$ cat src/rrt_pkg.sv
// Shared constants for the remote port access and rest-time front end.
package rrt_pkg;

	// Access modes of the remote port.
	typedef enum logic [1:0] {
		RRT_MODE_PLAIN,
		RRT_MODE_HELD_READ,
		RRT_MODE_QUICK_POSTED_WRITE,
		RRT_MODE_HELD_WRITE
	} rrt_mode_t;

	// Core clock period and the far-end timing allowances, in ns.
	localparam int RRT_CLK_PERIOD_NS = 100;
	localparam int RRT_SETUP_NS = 23;
	localparam int RRT_HOLD_NS = 10;
	// Least separation beyond one T-state, rounded up to whole cycles.
	localparam int RRT_REST_EXTRA_CYCLES =
		(RRT_SETUP_NS + RRT_HOLD_NS + RRT_CLK_PERIOD_NS - 1) / RRT_CLK_PERIOD_NS;

	// Windows are counted in half T-states.
	localparam int RRT_HALF_W = 3;
	localparam logic [RRT_HALF_W-1:0] RRT_HALVES_FULL_SPEED = 3'h2;
	localparam logic [RRT_HALF_W-1:0] RRT_HALVES_HALF_SPEED = 3'h1;
	localparam logic [RRT_HALF_W-1:0] RRT_REARM_HALVES = 3'h3;
	localparam logic [RRT_HALF_W-1:0] RRT_WPEND_HALVES = 3'h1;

	// Control register layout and reset value.
	localparam int RRT_CTRL_W = 8;
	localparam int RRT_SPACE_LSB = 0;
	localparam int RRT_SPACE_W = 2;
	localparam logic [RRT_CTRL_W-1:0] RRT_CTRL_RESET = 8'h00;

endpackage

$ cat src/rrt_access_front.sv
// Remote port front end: validity sampling, select capture and core clock pacing.
//
// Contract
// - Each T-state start samples whether the remote access was valid in the T-state before.
// - In held-read and quick-posted-write modes sampling resumes at the first T-state start after acknowledge has been registered.
// - An end sample followed one T-state later by a start sample makes a new access that reuses the select.
// - Select high targets the control register, select low the space its bits choose.
// - Select is captured once per access and reused if a new access starts inside the window.
// - A reused select gives the right target only when it matches the new access.
// - The 1.5 T-state window opens at the very sample that sees the previous end.
// - In held-write mode select is captured for the next access when write pending rises.
// - In held-write mode an access starting within half a T-state of that rise is not recaptured.
// - With speed select at 0 the core and the clock output both run at oscillator rate.
// - With speed select at 1 the clock output stays at oscillator rate and the core halves it.
// - Window timing counts oscillator cycles in half T-states: two halves per cycle at full speed, one at half speed.
// - With no new access 1.5 T-states after an end (2 at full speed), select is captured afresh next time.
`timescale 1ns/100ps
module rrt_access_front (
	input wire logic clk_i,
	input wire logic reset_i,
	input wire logic core_speed_select_i,
	input wire logic [1:0] mode_i,
	input wire logic access_valid_i,
	input wire logic access_write_i,
	input wire logic reg_select_i,
	input wire logic transfer_acknowledge_i,
	input wire logic write_pending_flag_i,
	input wire logic [rrt_pkg::RRT_CTRL_W-1:0] write_data_i,
	output logic core_tick_o,
	output logic clock_out_tick_o,
	output logic access_start_o,
	output logic access_end_o,
	output logic select_reused_o,
	output logic sel_ctrl_o,
	output logic sel_mem_o,
	output logic [rrt_pkg::RRT_SPACE_W-1:0] mem_space_o,
	output logic [rrt_pkg::RRT_CTRL_W-1:0] remote_interface_control_reg
);
	rrt_pkg::rrt_mode_t mode;
	logic tick;
	logic valid_q;
	logic ack_seen;
	logic wpend_q;
	logic armed;
	logic sel_q;
	logic [rrt_pkg::RRT_CTRL_W-1:0] ctrl;
	logic win_busy;
	logic win_expire;

	assign mode = rrt_pkg::rrt_mode_t'(mode_i);

	// Core clock pacing: at half speed a T-state spans two oscillator cycles.
	wire next_tick = core_speed_select_i ? !tick : 1'b1;
	wire [rrt_pkg::RRT_HALF_W-1:0] halves_step = core_speed_select_i ?
		rrt_pkg::RRT_HALVES_HALF_SPEED : rrt_pkg::RRT_HALVES_FULL_SPEED;

	// Modes that hold the sample until acknowledge has been seen.
	wire held_mode = (mode == rrt_pkg::RRT_MODE_HELD_READ) ||
		(mode == rrt_pkg::RRT_MODE_QUICK_POSTED_WRITE);
	wire held_write = (mode == rrt_pkg::RRT_MODE_HELD_WRITE);

	// Before acknowledge the access is taken as still valid, which is why a
	// fast remote end can cost up to one extra T-state of rest.
	wire hold_off = held_mode && valid_q && !ack_seen;
	wire sample_en = tick && !hold_off;

	// A start is a low-to-high change between two samples; back-to-back
	// samples that both read valid never make a second start.
	wire start_w = sample_en && access_valid_i && !valid_q;
	wire end_w = sample_en && !access_valid_i && valid_q;

	// Write pending rising in held-write mode captures select for the next access.
	wire wp_rise = held_write && write_pending_flag_i && !wpend_q;

	// Capture only when armed; inside a window the old select is reused.
	wire start_capture = start_w && armed && !wp_rise;
	wire capture_w = start_capture || wp_rise;
	wire reuse_w = start_w && !start_capture && !wp_rise;
	wire effective_sel = capture_w ? reg_select_i : sel_q;

	// Route the access: high to the control register, low to memory space.
	wire ctrl_write = start_w && effective_sel && access_write_i;
	wire [rrt_pkg::RRT_CTRL_W-1:0] next_ctrl = ctrl_write ? write_data_i : ctrl;
	wire [rrt_pkg::RRT_SPACE_W-1:0] next_space =
		next_ctrl[rrt_pkg::RRT_SPACE_LSB +: rrt_pkg::RRT_SPACE_W];

	// Window loads: an end opens 1.5 T-states, a pending rise half a T-state.
	wire win_load = end_w || wp_rise;
	wire [rrt_pkg::RRT_HALF_W-1:0] win_halves = wp_rise ?
		rrt_pkg::RRT_WPEND_HALVES : rrt_pkg::RRT_REARM_HALVES;
	// A start inside the window consumes it, so a later expiry cannot re-arm.
	wire win_cancel = start_w;

	// Arming: cleared by a capture or by an end, set when a window runs out.
	// The timer is still busy in its expiry cycle, so busy must not block the set.
	wire next_armed = (capture_w || win_load) ? 1'b0 :
		(win_expire ? 1'b1 : (win_busy ? 1'b0 : armed));

	rrt_half_timer #(
		.W(rrt_pkg::RRT_HALF_W)
	) u_window (
		.clk_i(clk_i),
		.reset_i(reset_i),
		.load_i(win_load),
		.load_halves_i(win_halves),
		.cancel_i(win_cancel),
		.step_i(halves_step),
		.busy_o(win_busy),
		.expire_o(win_expire)
	);

	// Core tick and the oscillator-rate clock output marker.
	always_ff @(posedge clk_i or posedge reset_i) begin
		if (reset_i) begin
			tick <= 1'b0;
			clock_out_tick_o <= 1'b0;
		end else begin
			tick <= next_tick;
			clock_out_tick_o <= 1'b1;
		end
	end

	// Validity sample and acknowledge tracking.
	always_ff @(posedge clk_i or posedge reset_i) begin
		if (reset_i) begin
			valid_q <= 1'b0;
			ack_seen <= 1'b0;
			wpend_q <= 1'b0;
		end else begin
			if (sample_en) begin
				valid_q <= access_valid_i;
			end
			ack_seen <= (end_w || start_w) ? 1'b0 :
				(ack_seen || (valid_q && transfer_acknowledge_i));
			wpend_q <= write_pending_flag_i;
		end
	end

	// Select capture and arming.
	always_ff @(posedge clk_i or posedge reset_i) begin
		if (reset_i) begin
			armed <= 1'b1;
			sel_q <= 1'b0;
		end else begin
			armed <= next_armed;
			sel_q <= effective_sel;
		end
	end

	// Registered outputs and the control register itself.
	always_ff @(posedge clk_i or posedge reset_i) begin
		if (reset_i) begin
			ctrl <= rrt_pkg::RRT_CTRL_RESET;
			access_start_o <= 1'b0;
			access_end_o <= 1'b0;
			select_reused_o <= 1'b0;
			sel_ctrl_o <= 1'b0;
			sel_mem_o <= 1'b0;
			mem_space_o <= '0;
		end else begin
			ctrl <= next_ctrl;
			access_start_o <= start_w;
			access_end_o <= end_w;
			select_reused_o <= reuse_w;
			sel_ctrl_o <= effective_sel;
			sel_mem_o <= !effective_sel;
			mem_space_o <= next_space;
		end
	end

	assign core_tick_o = tick;
	assign remote_interface_control_reg = ctrl;
endmodule

$ cat src/rrt_half_timer.sv
// Down counter of half T-states that pulses when its window runs out.
`timescale 1ns/100ps
module rrt_half_timer #(
	parameter int W = 3
) (
	input wire logic clk_i,
	input wire logic reset_i,
	input wire logic load_i,
	input wire logic [W-1:0] load_halves_i,
	input wire logic cancel_i,
	input wire logic [W-1:0] step_i,
	output logic busy_o,
	output logic expire_o
);
	logic [W-1:0] count;
	logic [W-1:0] next_count;
	wire running = (count != '0);
	wire last_step = running && (count <= step_i);

	// Expiry is suppressed when a reload or cancel lands in the same cycle.
	assign expire_o = last_step && !load_i && !cancel_i;
	assign busy_o = running;
	assign next_count = load_i ? load_halves_i :
		cancel_i ? '0 :
		last_step ? '0 :
		running ? count - step_i : count;

	// Each cycle removes one or two halves, so a window never ends early.
	always_ff @(posedge clk_i or posedge reset_i) begin
		if (reset_i) begin
			count <= '0;
		end else begin
			count <= next_count;
		end
	end
endmodule

$ cat config.mk
export PLATFORM = sky130hd
export DESIGN_NAME = rrt_access_front
export DESIGN_NICKNAME = d
export VERILOG_FILES = /design/src/rrt_pkg.sv /design/src/rrt_access_front.sv /design/src/rrt_half_timer.sv
export SDC_FILE = /design/constraint.sdc
export NUM_CORES = 1
export LEC_CHECK = 0
export BUFFER_PORTS_ARGS = -buffer_cell sky130_fd_sc_hd__clkbuf_2
export CORE_ASPECT_RATIO = 1.25
export CORE_MARGIN = 2
export CORE_UTILIZATION = 35
export DETAILED_ROUTE_END_ITERATION = 10
export GPL_TIMING_DRIVEN = 0
export SYNTH_ARGS = -nofsm -noshare
export SYNTH_HDL_FRONTEND = slang
export SYNTH_SLANG_ARGS = --single-unit
$ cat constraint.sdc
create_clock -name clk_i -period 4.5 [get_ports clk_i]
set_input_delay 0.675 -clock clk_i [delete_from_list [all_inputs] [get_ports clk_i]]
set_output_delay 0.675 -clock clk_i [all_outputs]
set_load 0.02 [all_outputs]
# Word-level counts from Yosys, hierarchy flattened
# Cells that the tools add are included.
# word_totals
in_bits	18
word_cells	70
reg_bits	22
output_inout_bits	17
# op_classes
muxes	12
addsub	1
magnitude_cmp	1
eq_ne	3
n_reduce_logical	39
# op_table
operator	count
logical AND 1 bit	19
2-to-1 mux 3 bit	4
zero test 1 bit	11
logical OR 1 bit	6
2-to-1 mux 1 bit	6
nonzero test 3 bit	2
== test 2 bit (second input constant)	2
2-to-1 mux 2 bit	2
nonzero test 4 bit	1
less-or-equal comparator 3 x 2 -> 1 bit	1
subtractor 3 x 2 -> 3 bit	1
== test 2 x 1 -> 1 bit (second input constant)	1

# Longest topological paths before layout
# Gate-level depths: netlist (run 1).
# logic_depth
word_depth	14
ltp_mapped	6
depth_no_buf	6

# Cells and area by module
# From an unflattened synthesis (run 1), not the netlist that was laid out.
# unflattened
hier_cells	83
area_unflattened_um2	1023.5
# by_module_without_submodules
mod	cells_each	area_per_inst_um2	seq_area_each_um2	instances
rrt_access_front	58	765.7	476.7	1
rrt_half_timer	25	257.7	75.1	1

# Worst setup path after synthesis (run 1)
# OpenSTA, ideal clock, no wires.
# synth_timing
path_type	input to register
from	in mode_i[0]
to	reg ctrl, in the netlist remote_interface_control_reg[0]
arrival_ps	1898
n_path_buf	1
t_required_ps	4375
cell_stages	5
setup_ps	125
path_slack_ps	2478
cell_sequence	ha_1 and3b_1 buf_2 o31ai_4 mux2_2
# synth_between
elab_chain_len	14
elab_cells_between_ends	19
classes_between	eq/ne: 3; mux: 1; reduce/logical: 15
# synth_lines
element	line_no	source
start, declared	rrt_access_front.sv:22	input wire logic [1:0] mode_i,
== test 2 x 1 -> 1 bit / == test 2 bit (equally long branches)	rrt_access_front.sv:58, rrt_access_front.sv:59	
logical OR 1 bit	rrt_access_front.sv:58	wire held_mode = (mode == rrt_pkg::RRT_MODE_HELD_READ) ||
logical AND 1 bit (2 in a row)	rrt_access_front.sv:64	wire hold_off = held_mode && valid_q && !ack_seen;
zero test 1 bit	rrt_access_front.sv:65	wire sample_en = tick && !hold_off;
logical AND 1 bit	rrt_access_front.sv:65	
logical AND 1 bit (2 in a row)	rrt_access_front.sv:69	wire start_w = sample_en && access_valid_i && !valid_q;
logical AND 1 bit (2 in a row)	rrt_access_front.sv:76	wire start_capture = start_w && armed && !wp_rise;
logical OR 1 bit	rrt_access_front.sv:77	wire capture_w = start_capture || wp_rise;
2-to-1 mux 1 bit	rrt_access_front.sv:79	wire effective_sel = capture_w ? reg_select_i : sel_q;
logical AND 1 bit (*) (2 in a row)	rrt_access_front.sv:82	wire ctrl_write = start_w && effective_sel && access_write_i;
end signal, assigned	rrt_access_front.sv:153	ctrl <= rrt_pkg::RRT_CTRL_RESET;
end signal, assigned	rrt_access_front.sv:161	ctrl <= next_ctrl;
end, declared	rrt_access_front.sv:46	logic [rrt_pkg::RRT_CTRL_W-1:0] ctrl;
# Mark *: on every way between the ends. The rest lies on a longest branch, timed or not.
# A chain may end at the register's enable or synchronous reset.

# Worst setup path in the final report (run 1)
# layout_timing
from	in mode_i[0]
to	reg ctrl, in the netlist remote_interface_control_reg[7]
# Same word-level chain as after synthesis.

==> results.json, run 1 <==
{
  "status": "completed",
  "worstSetupEndpointType": "register",
  "synthFlopType": "dfrtp_1",
  "drt-total-wl_mm": 1.585,
  "critPathKind": "primary input to register",
  "rsz0062_at_grt": "no",
  "cp.arrival_ns": 2.09,
  "yosysMostFrequentCell": "dfrtp_1",
  "post_cts_buffers": 0,
  "tightest_slew_ns": 0.7947,
  "clkLatencyLatePin_ns": 0.29,
  "die_h_um": 62.55,
  "skew_ns": 0.004633,
  "clk_path_buf_depth": 2,
  "antenna_found_initial": 0,
  "rrSetupSlack_ns": 2.76,
  "timing.final.crit_share": 0.4230,
  "synthTopCellsByCount": "dfrtp_1, mux2_2, inv_1",
  "ios": 35,
  "place_hpwl_mm": 1.284,
  "clk_pin_slew_ns": 0.11,
  "synth_area_um2": 959.7,
  "ys_warn_count": 0,
  "power.total_uw": 667.5,
  "fill_cells": 261,
  "cts_buffers": 3,
  "yosysSeqAreaShare": 0.5750,
  "syn_inst": 74,
  "yosys.area.top_type_share": 0.5476,
  "grt_overflow": 0,
  "cellPowerDensity_nw_per_um2": 552.3,
  "drtAntennaViolNets": 0,
  "drc": 0,
  "maxCapViolCount": 0,
  "yosys.area.top_type": "dfrtp_1",
  "largest_reg_flops": 8,
  "ys_ff_latch": 22,
  "layout_min_cycle_time_ns": 1.903,
  "maxSlewViolCount": 0,
  "hold_viol": 0,
  "synth_area_leaders": "dfrtp_1, mux2_2, ha_1, dfstp_2, o31ai_4",
  "grt.total_usage": 0.1091,
  "synth_edf_count": 0,
  "num_antenna_cells": 0,
  "hold_path.class": "primary input to async pin",
  "htree_levels": 1,
  "gp_congestion": 0.7113,
  "setup_violations": 0,
  "cts.sinks": 22,
  "fmax_ghz": 0.5254,
  "die-area_um2": 3179,
  "crit_fanout": 8,
  "dr.pass1.iters": 4,
  "cts_resized": 0,
  "port_buffers": 34,
  "cp.required_ns": 4.69,
  "row_count": 21,
  "wire_per_inst_um": 10.86,
  "critPathLaunchType": "primary input",
  "nets": 135,
  "vias_per_cell": 4.589,
  "fp.dieW_um": 50.84,
  "grt_max_degree": 23,
  "start_util": 0.3616,
  "synth_area_per_cell_um2": 12.97,
  "root_buffer": "clkbuf_4",
  "ys_types": 31,
  "via_count": 670,
  "async_flop_share": 1.000,
  "worstPathCellList": "clkbuf_2 > ha_1 > and3b_1 > buf_2 > o31ai_4 > mux2_2",
  "syn_nets": 96,
  "dr.first_iter.drc_count": 1,
  "fin_area_um2": 1209,
  "core_um2": 2654,
  "vdd_ir_drop_max_v": 0.0002894,
  "grt_pass1_vias": 631,
  "p_leak_nw": 0.6234,
  "critPathMaxStageDelay_ns": 0.44,
  "maxSlewHeadroom": 0.4696,
  "slowest_stage": "o31ai_4",
  "cts_hold_buf": 0,
  "tns_ns": 0,
  "grt_pass1_wl_mm": 2.587,
  "area.growth.synth_to_final_pct": 25.95,
  "cts_tree": "done",
  "layout-drive-gt1-share": 0.4821,
  "postPlaceCellArea_um2": 1172
}
==> worst paths after layout <==
check / from / end / depth (start not counted)
worst max-delay path: mode_i[0] / remote_interface_control_reg[7]$_DFFE_PP0P_ / 6
max in group asynchronous: reset_i / remote_interface_control_reg[6]$_DFFE_PP0P_ / 2
worst min-delay path: reset_i / remote_interface_control_reg[0]$_DFFE_PP0P_ / 2
worst max register to register: valid_q$_DFFE_PP0N_ / remote_interface_control_reg[7]$_DFFE_PP0P_ / 5
min in group clk_i: write_pending_flag_i / wpend_q$_DFF_PP0_ / 1
worst min register to register: remote_interface_control_reg[4]$_DFFE_PP0P_ / remote_interface_control_reg[4]$_DFFE_PP0P_ / 1
==> report_power, final <==
group	switching, mW	internal (mW)
Clock	0.0541	0.0493
Sequential	0.0388	0.263
Combinational	0.146	0.116
==> cell families (layout without fill, tap and decap cells) <==
group                    after synthesis  count (layout)  synth area share
XOR/XNOR                               1               1          0.009128
multiplexers                           9               9            0.1056
buffers and inverters                 10              48           0.04953
flip-flops                            22              22            0.5750
other                                  1               1          0.003908
adder cells (fa/ha/maj)                4               4           0.05998
AO/OA/AOI/OAI                         11              11           0.09517
AND/OR/NAND/NOR                       16              16            0.1017
==> through the flow <==
step / util / setup WS, ns / instances / hold slack [ns]
after floorplan: - / 2.478 / 74 / 0.5069
after global placement: 0.4418 / 2.268 / 142 / 0.4886
after detailed placement: 0.4418 / 2.246 / 142 / 0.4950
after CTS: 0.4554 / 2.579 / 146 / 0.4752
after global routing: 0.4554 / 2.538 / 146 / 0.4544
final: 0.4554 / 2.597 / 146 / 0.4887
==> routing by layer <==
layer	routed length [um]	global-route usage
met5	0	0
met1	682	0.1232
met3	109	0.02392
met2	768	0.1859
met4	24	0.06081
==> layout make-up <==
type                            instances  area, um^2  share of cell area
Multi-Input combinational cell         42       360.3              0.2981
Tap cell                               34       42.54             0.03520
Sequential cell                        22       551.8              0.4565
Inverter                                6       23.77             0.01967
Clock buffer                            4       36.28             0.03002
Timing Repair Buffer                   34       170.2              0.1408
Buffer                                  4       23.77             0.01967
==> layout by cell type (no fill, tap or decap), drive strengths merged <==
cell / netlist / routed
clkbuf: 1 / 39
dfrtp: 21 / 21
mux2: 9 / 9
inv: 5 / 5
nor3: 3 / 3
ha: 3 / 3
o31ai: 3 / 3
buf: 3 / 3
nor2: 2 / 2
o21ai: 2 / 2
nand2b: 2 / 2
a21o: 2 / 2
nand2: 2 / 2
and3b: 1 / 1
nor2b: 1 / 1
a2bb2oi: 1 / 1
nand3b: 1 / 1
clkinv: 1 / 1
and4b: 1 / 1
nand3: 1 / 1
o2111ai: 1 / 1
a21oi: 1 / 1
xnor2: 1 / 1
nor4: 1 / 1
and3: 1 / 1
a21boi: 1 / 1
fa: 1 / 1
dfstp: 1 / 1
conb: 1 / 1
==> critical path, delay by kind of cell <==
family / cells / cell delay (ns)
mux: 1 / 0.39
simple gates: 1 / 0.16
fa+ha+maj: 1 / 0.18
buf+inv: 2 / 0.25
compound gates: 1 / 0.44
Power figures use the tool's default switching activity.
==> run 2, diff against run 1 <==
Clock period 4.5 ns to 1.56 ns, I/O delays scaled along.
==> run 2 against run 1 <==
Net effect:
- the run now ends with setup timing left
- wire length grew 9.0%
- die area did not move
- setup slack got worse by 2.6 ns
- design area increased by 8.3%
- worst hold slack got worse by 0.44 ns
- global-route usage increased by 1.4 points
- clock-buffer cell count stayed put
- critical path type is now register to register
- largest cell class unchanged
==> results.json, run 2 (synthesis gave the netlist of run 1 again) <==
{
  "wire_per_inst_um": 11.44,
  "skew_ns": 0.003219,
  "hold_viol": 0,
  "fill_cells": 251,
  "clkPwrFrac": 0.150,
  "critPathKind": "register to register",
  "maxCapViolCount": 0,
  "drtAntennaViolNets": 0,
  "grt_overflow": 0,
  "dr_wl_met3_um": 106,
  "fin_ws_ns": -0.02873,
  "layout_min_cycle_time_ns": 1.589,
  "switchingPower_uw": 726.7,
  "cts_buffers": 3,
  "power.internal_mw": 1.289,
  "crit_fanout": 8,
  "tightest_slew_ns": 0.7887,
  "clkLatencyLatePin_ns": 0.30,
  "vias_per_cell": 4.616,
  "htree_levels": 1,
  "p_leak_nw": 0.6589,
  "final_cell_mix": "clkbuf_2, dfrtp_1, mux2_2",
  "fin_area_um2": 1309,
  "grt.total_usage": 0.1235,
  "start_util": 0.3616,
  "clk_path_buf_depth": 2,
  "drc": 0,
  "tns_ns": -0.1583,
  "grt_pass1_vias": 746,
  "num_antenna_cells": 0,
  "root_buffer": "clkbuf_4",
  "pwr-share-comb": 0.412,
  "violations": "setup timing",
  "status": "finished with violations",
  "dr.pass1.iters": 4,
  "timing.rr.end": "remote_interface_control_reg[7]$_DFFE_PP0P_",
  "final_core_util": 0.4932,
  "via_count": 697,
  "maxSlewViolCount": 0,
  "grt_pass1_wl_mm": 3.001,
  "cp.arrival_ns": 1.78,
  "antenna_found_initial": 0,
  "largest_reg_flops": 8,
  "reg2reg_depth": 6,
  "hold_path.class": "primary input to async pin",
  "layout-drive-gt1-share": 0.5470,
  "rsz0062_at_grt": "yes",
  "area.growth.synth_to_final_pct": 36.38,
  "die_h_um": 62.55,
  "nets": 140,
  "cts_tree": "done",
  "cts.sinks": 22,
  "ios": 35,
  "multiInputGateArea_um2": 402.9,
  "clk_pin_slew_ns": 0.12,
  "die-area_um2": 3179,
  "switching_share": 0.3605,
  "seqPwrFrac": 0.438,
  "worstSetupEndpointType": "register",
  "gp_congestion": 0.7184,
  "wl_met2_um": 886,
  "setup_violations": 6,
  "fp.dieW_um": 50.84,
  "cellPowerDensity_nw_per_um2": 1540,
  "layout_commonest_cell": "clkbuf_2",
  "dr.first_iter.drc_count": 5,
  "cp.required_ns": 1.75,
  "wl_met1_um": 718,
  "power.total_mw": 2.016,
  "cts_hold_buf": 0,
  "drt-total-wl_mm": 1.728,
  "critPathLaunchType": "register",
  "area.sequential_um2": 553.0,
  "grt_max_degree": 23,
  "maxSlewHeadroom": 0.4736,
  "place_hpwl_mm": 1.318,
  "timing.final.crit_share": 1.018,
  "dr.max_layer_used": "met4",
  "port_buffers": 34,
  "rrSetupSlack_ns": -0.03,
  "fmax_ghz": 0.6294,
  "core_um2": 2654,
  "hold_ws_ns": 0.04392,
  "worstReg2RegStart": "valid_q$_DFFE_PP0N_",
  "postPlaceCellArea_um2": 1174,
  "vdd_ir_drop_max_v": 0.0006729,
  "row_count": 21
}
run 2: repair_timing:
item	CTS	global route
pin swaps	2	1
endpoints found under the setup margin	9	11
gates cloned	0	0
gates resized for setup	6	4
setup buffers	4	1
run 2: per-stage QoR:
stage | std cells | setup slack, ns
final | 151 | -0.02873
after floorplan | 74 | -0.07362
after detailed placement | 142 | -0.2316
after global routing | 151 | -0.1205
after global placement | 142 | -0.2017
after CTS | 150 | -0.02583
run 2: worst max-delay path by stage:
stage                                startpoint                                           to  depth (start not counted)
final                       valid_q$_DFFE_PP0N_  remote_interface_control_reg[7]$_DFFE_PP0P_                          6
after global routing        valid_q$_DFFE_PP0N_  remote_interface_control_reg[6]$_DFFE_PP0P_                          6
after CTS                   valid_q$_DFFE_PP0N_  remote_interface_control_reg[0]$_DFFE_PP0P_                          6
after detailed placement    valid_q$_DFFE_PP0N_  remote_interface_control_reg[2]$_DFFE_PP0P_                          5
after global placement      valid_q$_DFFE_PP0N_  remote_interface_control_reg[4]$_DFFE_PP0P_                          5
after floorplan           core_tick_o$_DFF_PP0_  remote_interface_control_reg[0]$_DFFE_PP0P_                          5
run 2: worst max-delay path: stages (launching register included):
cell	delay, ns
dfrtp_1	0.40
nand3b_1	0.19
clkinv_2	0.11
nand3_4	0.08
o31ai_4	0.22
buf_12	0.16
mux2_2	0.32
run 2: power by group through the flow:
stage | combinational (mW) | clock [mW] | sequential, mW
finish | 0.831 | 0.302 | 0.883
global route | 0.899 | 0.344 | 0.911
CTS | 0.820 | 0.319 | 0.883
detailed placement | 0.768 | 0 | 0.890
global placement | 0.757 | 0 | 0.878
floorplan | 0.354 | 0 | 1.05
run 2: layer usage:
metal | up-vias | global-route usage
met5 | - | 0
met4 | 0 | 0.06419
met3 | 2 | 0.02871
met2 | 26 | 0.2352
met1 | 327 | 0.1170
li1 | 342 | -
run 2: cell type report:
cell class                      instances  share of cell area
Tap cell                               34             0.03250
Buffer                                  4             0.02294
Clock buffer                            4             0.02772
Multi-Input combinational cell         42              0.3078
Inverter                                6             0.01816
Timing Repair Buffer                   39              0.1683
Sequential cell                        22              0.4226
==> run 3, diff against run 2 <==
Settings changed: CORE_MARGIN 2 to not set.
==> run 3 against run 2 <==
Net effect:
- the run still ends with setup timing left
- via count rose by 2.9%
- fmax rose by 1.8%
- non-clock buffer count fell by 1
- register-to-register slack improved by 0.03 ns
- setup slack improved by 0.028 ns
- critical path type unchanged
- clock power rose by 1%
- cell count fell by 1.3%
- wire length fell by 0.81%
==> results.json, run 3 (synthesis gave the netlist of run 1 again) <==
{
  "crit_buf_inv": 2,
  "maxSlewHeadroom": 0.4584,
  "tightest_slew_ns": 0.8116,
  "ios": 35,
  "cts.sinks": 22,
  "fin_ws_ns": -0.0007171,
  "rsz0062_at_grt": "yes",
  "crit_family": "flip-flops",
  "worstReg2RegStart": "valid_q$_DFFE_PP0N_",
  "fmax_ghz": 0.6407,
  "gp_congestion": 0.8312,
  "clk_path_buf_depth": 2,
  "nets": 139,
  "layout-drive-gt1-share": 0.5517,
  "vdd_ir_drop_max_v": 0.0006588,
  "clk_pin_slew_ns": 0.12,
  "clkLatencyLatePin_ns": 0.30,
  "die-area_um2": 2957,
  "layout_commonest_cell": "clkbuf_2",
  "dr.first_iter.drc_count": 7,
  "power.total_mw": 2.073,
  "die_h_um": 60.55,
  "violations": "setup timing",
  "grt.total_usage": 0.1350,
  "slowest_stage": "dfrtp_1",
  "critPathMaxStageDelay_ns": 0.39,
  "dr.pass1.iters": 3,
  "crit_path_start": "valid_q$_DFFE_PP0N_",
  "worstSetupEndpointType": "register",
  "root_buffer": "clkbuf_4",
  "p_leak_nw": 0.6715,
  "dp_cells": 141,
  "timing.rr.end": "remote_interface_control_reg[3]$_DFFE_PP0P_",
  "hold_path.class": "primary input to async pin",
  "critPathLaunchType": "register",
  "largest_reg_flops": 8,
  "status": "finished with violations",
  "grt_overflow": 0,
  "cellPowerDensity_nw_per_um2": 1563,
  "cp.arrival_ns": 1.75,
  "port_buffers": 34,
  "via_count": 717,
  "cts_buffers": 3,
  "final_core_util": 0.5300,
  "cp.required_ns": 1.75,
  "reg2reg_depth": 6,
  "rrSetupSlack_ns": -0.0007,
  "fin_cells": 149,
  "fp.dieW_um": 48.84,
  "core_um2": 2502,
  "final_cell_mix": "clkbuf_2, dfrtp_1, mux2_4",
  "num_antenna_cells": 0,
  "drc": 0,
  "maxSlewViolCount": 0,
  "critPathKind": "register to register",
  "hold_viol": 0,
  "fill_cells": 237,
  "layout_min_cycle_time_ns": 1.561,
  "worstPathCellList": "nand3b_1 > clkinv_2 > nand3_4 > o31ai_4 > buf_12 > mux2_4",
  "drt-total-wl_mm": 1.714,
  "cts_tree": "done",
  "crit_fanout": 8,
  "setup_violations": 2,
  "grt_max_degree": 23,
  "maxCapViolCount": 0,
  "area.growth.synth_to_final_pct": 38.20,
  "wire_per_inst_um": 11.50,
  "antenna_found_initial": 0,
  "place_hpwl_mm": 1.201,
  "skew_ns": 0.004713,
  "vias_per_cell": 4.812,
  "cts_hold_buf": 0,
  "htree_levels": 1,
  "grt_pass1_vias": 706,
  "grt_pass1_wl_mm": 3.049,
  "row_count": 20,
  "drtAntennaViolNets": 0,
  "timing.final.crit_share": 1.000,
  "start_util": 0.3835
}
[run 3: cell count changes in the layout (fill, tap and decap cells not counted)]
| cell | previous run | this run |
|---|---|---|
| mux2_4 | 2 | 8 |
| o21ai_2 | 0 | 1 |
| mux2_2 | 7 | 1 |
| o21ai_1 | 1 | 0 |
| buf_4 | 6 | 5 |
[run 3: what timing repair did]
item / in CTS / in global routing
pin swaps: 2 / 2
buffers inserted: 4 / 0
resized for setup: 10 / 7
endpoints found under the setup margin: 8 / 11
[run 3: through the flow]
| step | setup TNS [ns] | setup slack, ns | area [um^2] | hold WS [ns] |
|---|---|---|---|---|
| floorplan | -0.5889 | -0.07362 | 960.9 | 0.2224 |
| global placement | -1.722 | -0.2176 | 1172 | 0.3562 |
| detailed placement | -1.858 | -0.2340 | 1172 | 0.3620 |
| CTS | -0.1168 | -0.01705 | 1290 | 0.03980 |
| global route | -0.5476 | -0.07674 | 1326 | 0.01419 |
| finish | -0.0009897 | -0.0007171 | 1326 | 0.05046 |
[run 3: worst register-to-register path, stage by stage (launching register included)]
cell and delay [ns]:
dfrtp_1 0.39, nand3b_1 0.20, clkinv_2 0.11, nand3_4 0.08
o31ai_4 0.21, buf_12 0.17, mux2_4 0.30
[run 3: area by class of cell]
| cell class | count | area [um^2] | area share |
|---|---|---|---|
| Sequential cell | 22 | 553.0 | 0.4170 |
| Timing Repair Buffer | 38 | 212.7 | 0.1604 |
| Inverter | 6 | 23.77 | 0.01792 |
| Buffer | 4 | 30.03 | 0.02264 |
| Multi-Input combinational cell | 42 | 429.2 | 0.3236 |
| Clock buffer | 4 | 36.28 | 0.02736 |
| Tap cell | 33 | 41.29 | 0.03113 |
[run 3: worst max path at each step]
stage,end,slack [ns],cells after the start
2_1_floorplan,remote_interface_control_reg[0]$_DFFE_PP0P_,-0.07,5
3_3_place_gp,remote_interface_control_reg[7]$_DFFE_PP0P_,-0.22,5
3_5_place_dp,remote_interface_control_reg[0]$_DFFE_PP0P_,-0.23,5
4_1_cts,remote_interface_control_reg[3]$_DFFE_PP0P_,-0.02,6
5_1_grt,remote_interface_control_reg[3]$_DFFE_PP0P_,-0.08,6
6_report,remote_interface_control_reg[3]$_DFFE_PP0P_,-0.0007,6
[run 3: power by group]
group	internal, mW	switching (mW)
Combinational	0.433	0.447
Clock	0.142	0.164
Sequential	0.759	0.128
Total	1.33	0.740
[run 3: per-layer routing]
metal | track usage | routed length, um | share of wire | vias up
met1 | 0.1749 | 796 | 0.46 | 352
met5 | 0 | 0 | 0 | -
met3 | 0.01754 | 84 | 0.049 | 2
li1 | - | - | - | 337
met4 | 0.07563 | 10 | 0.0058 | 0
met2 | 0.2222 | 823 | 0.48 | 26
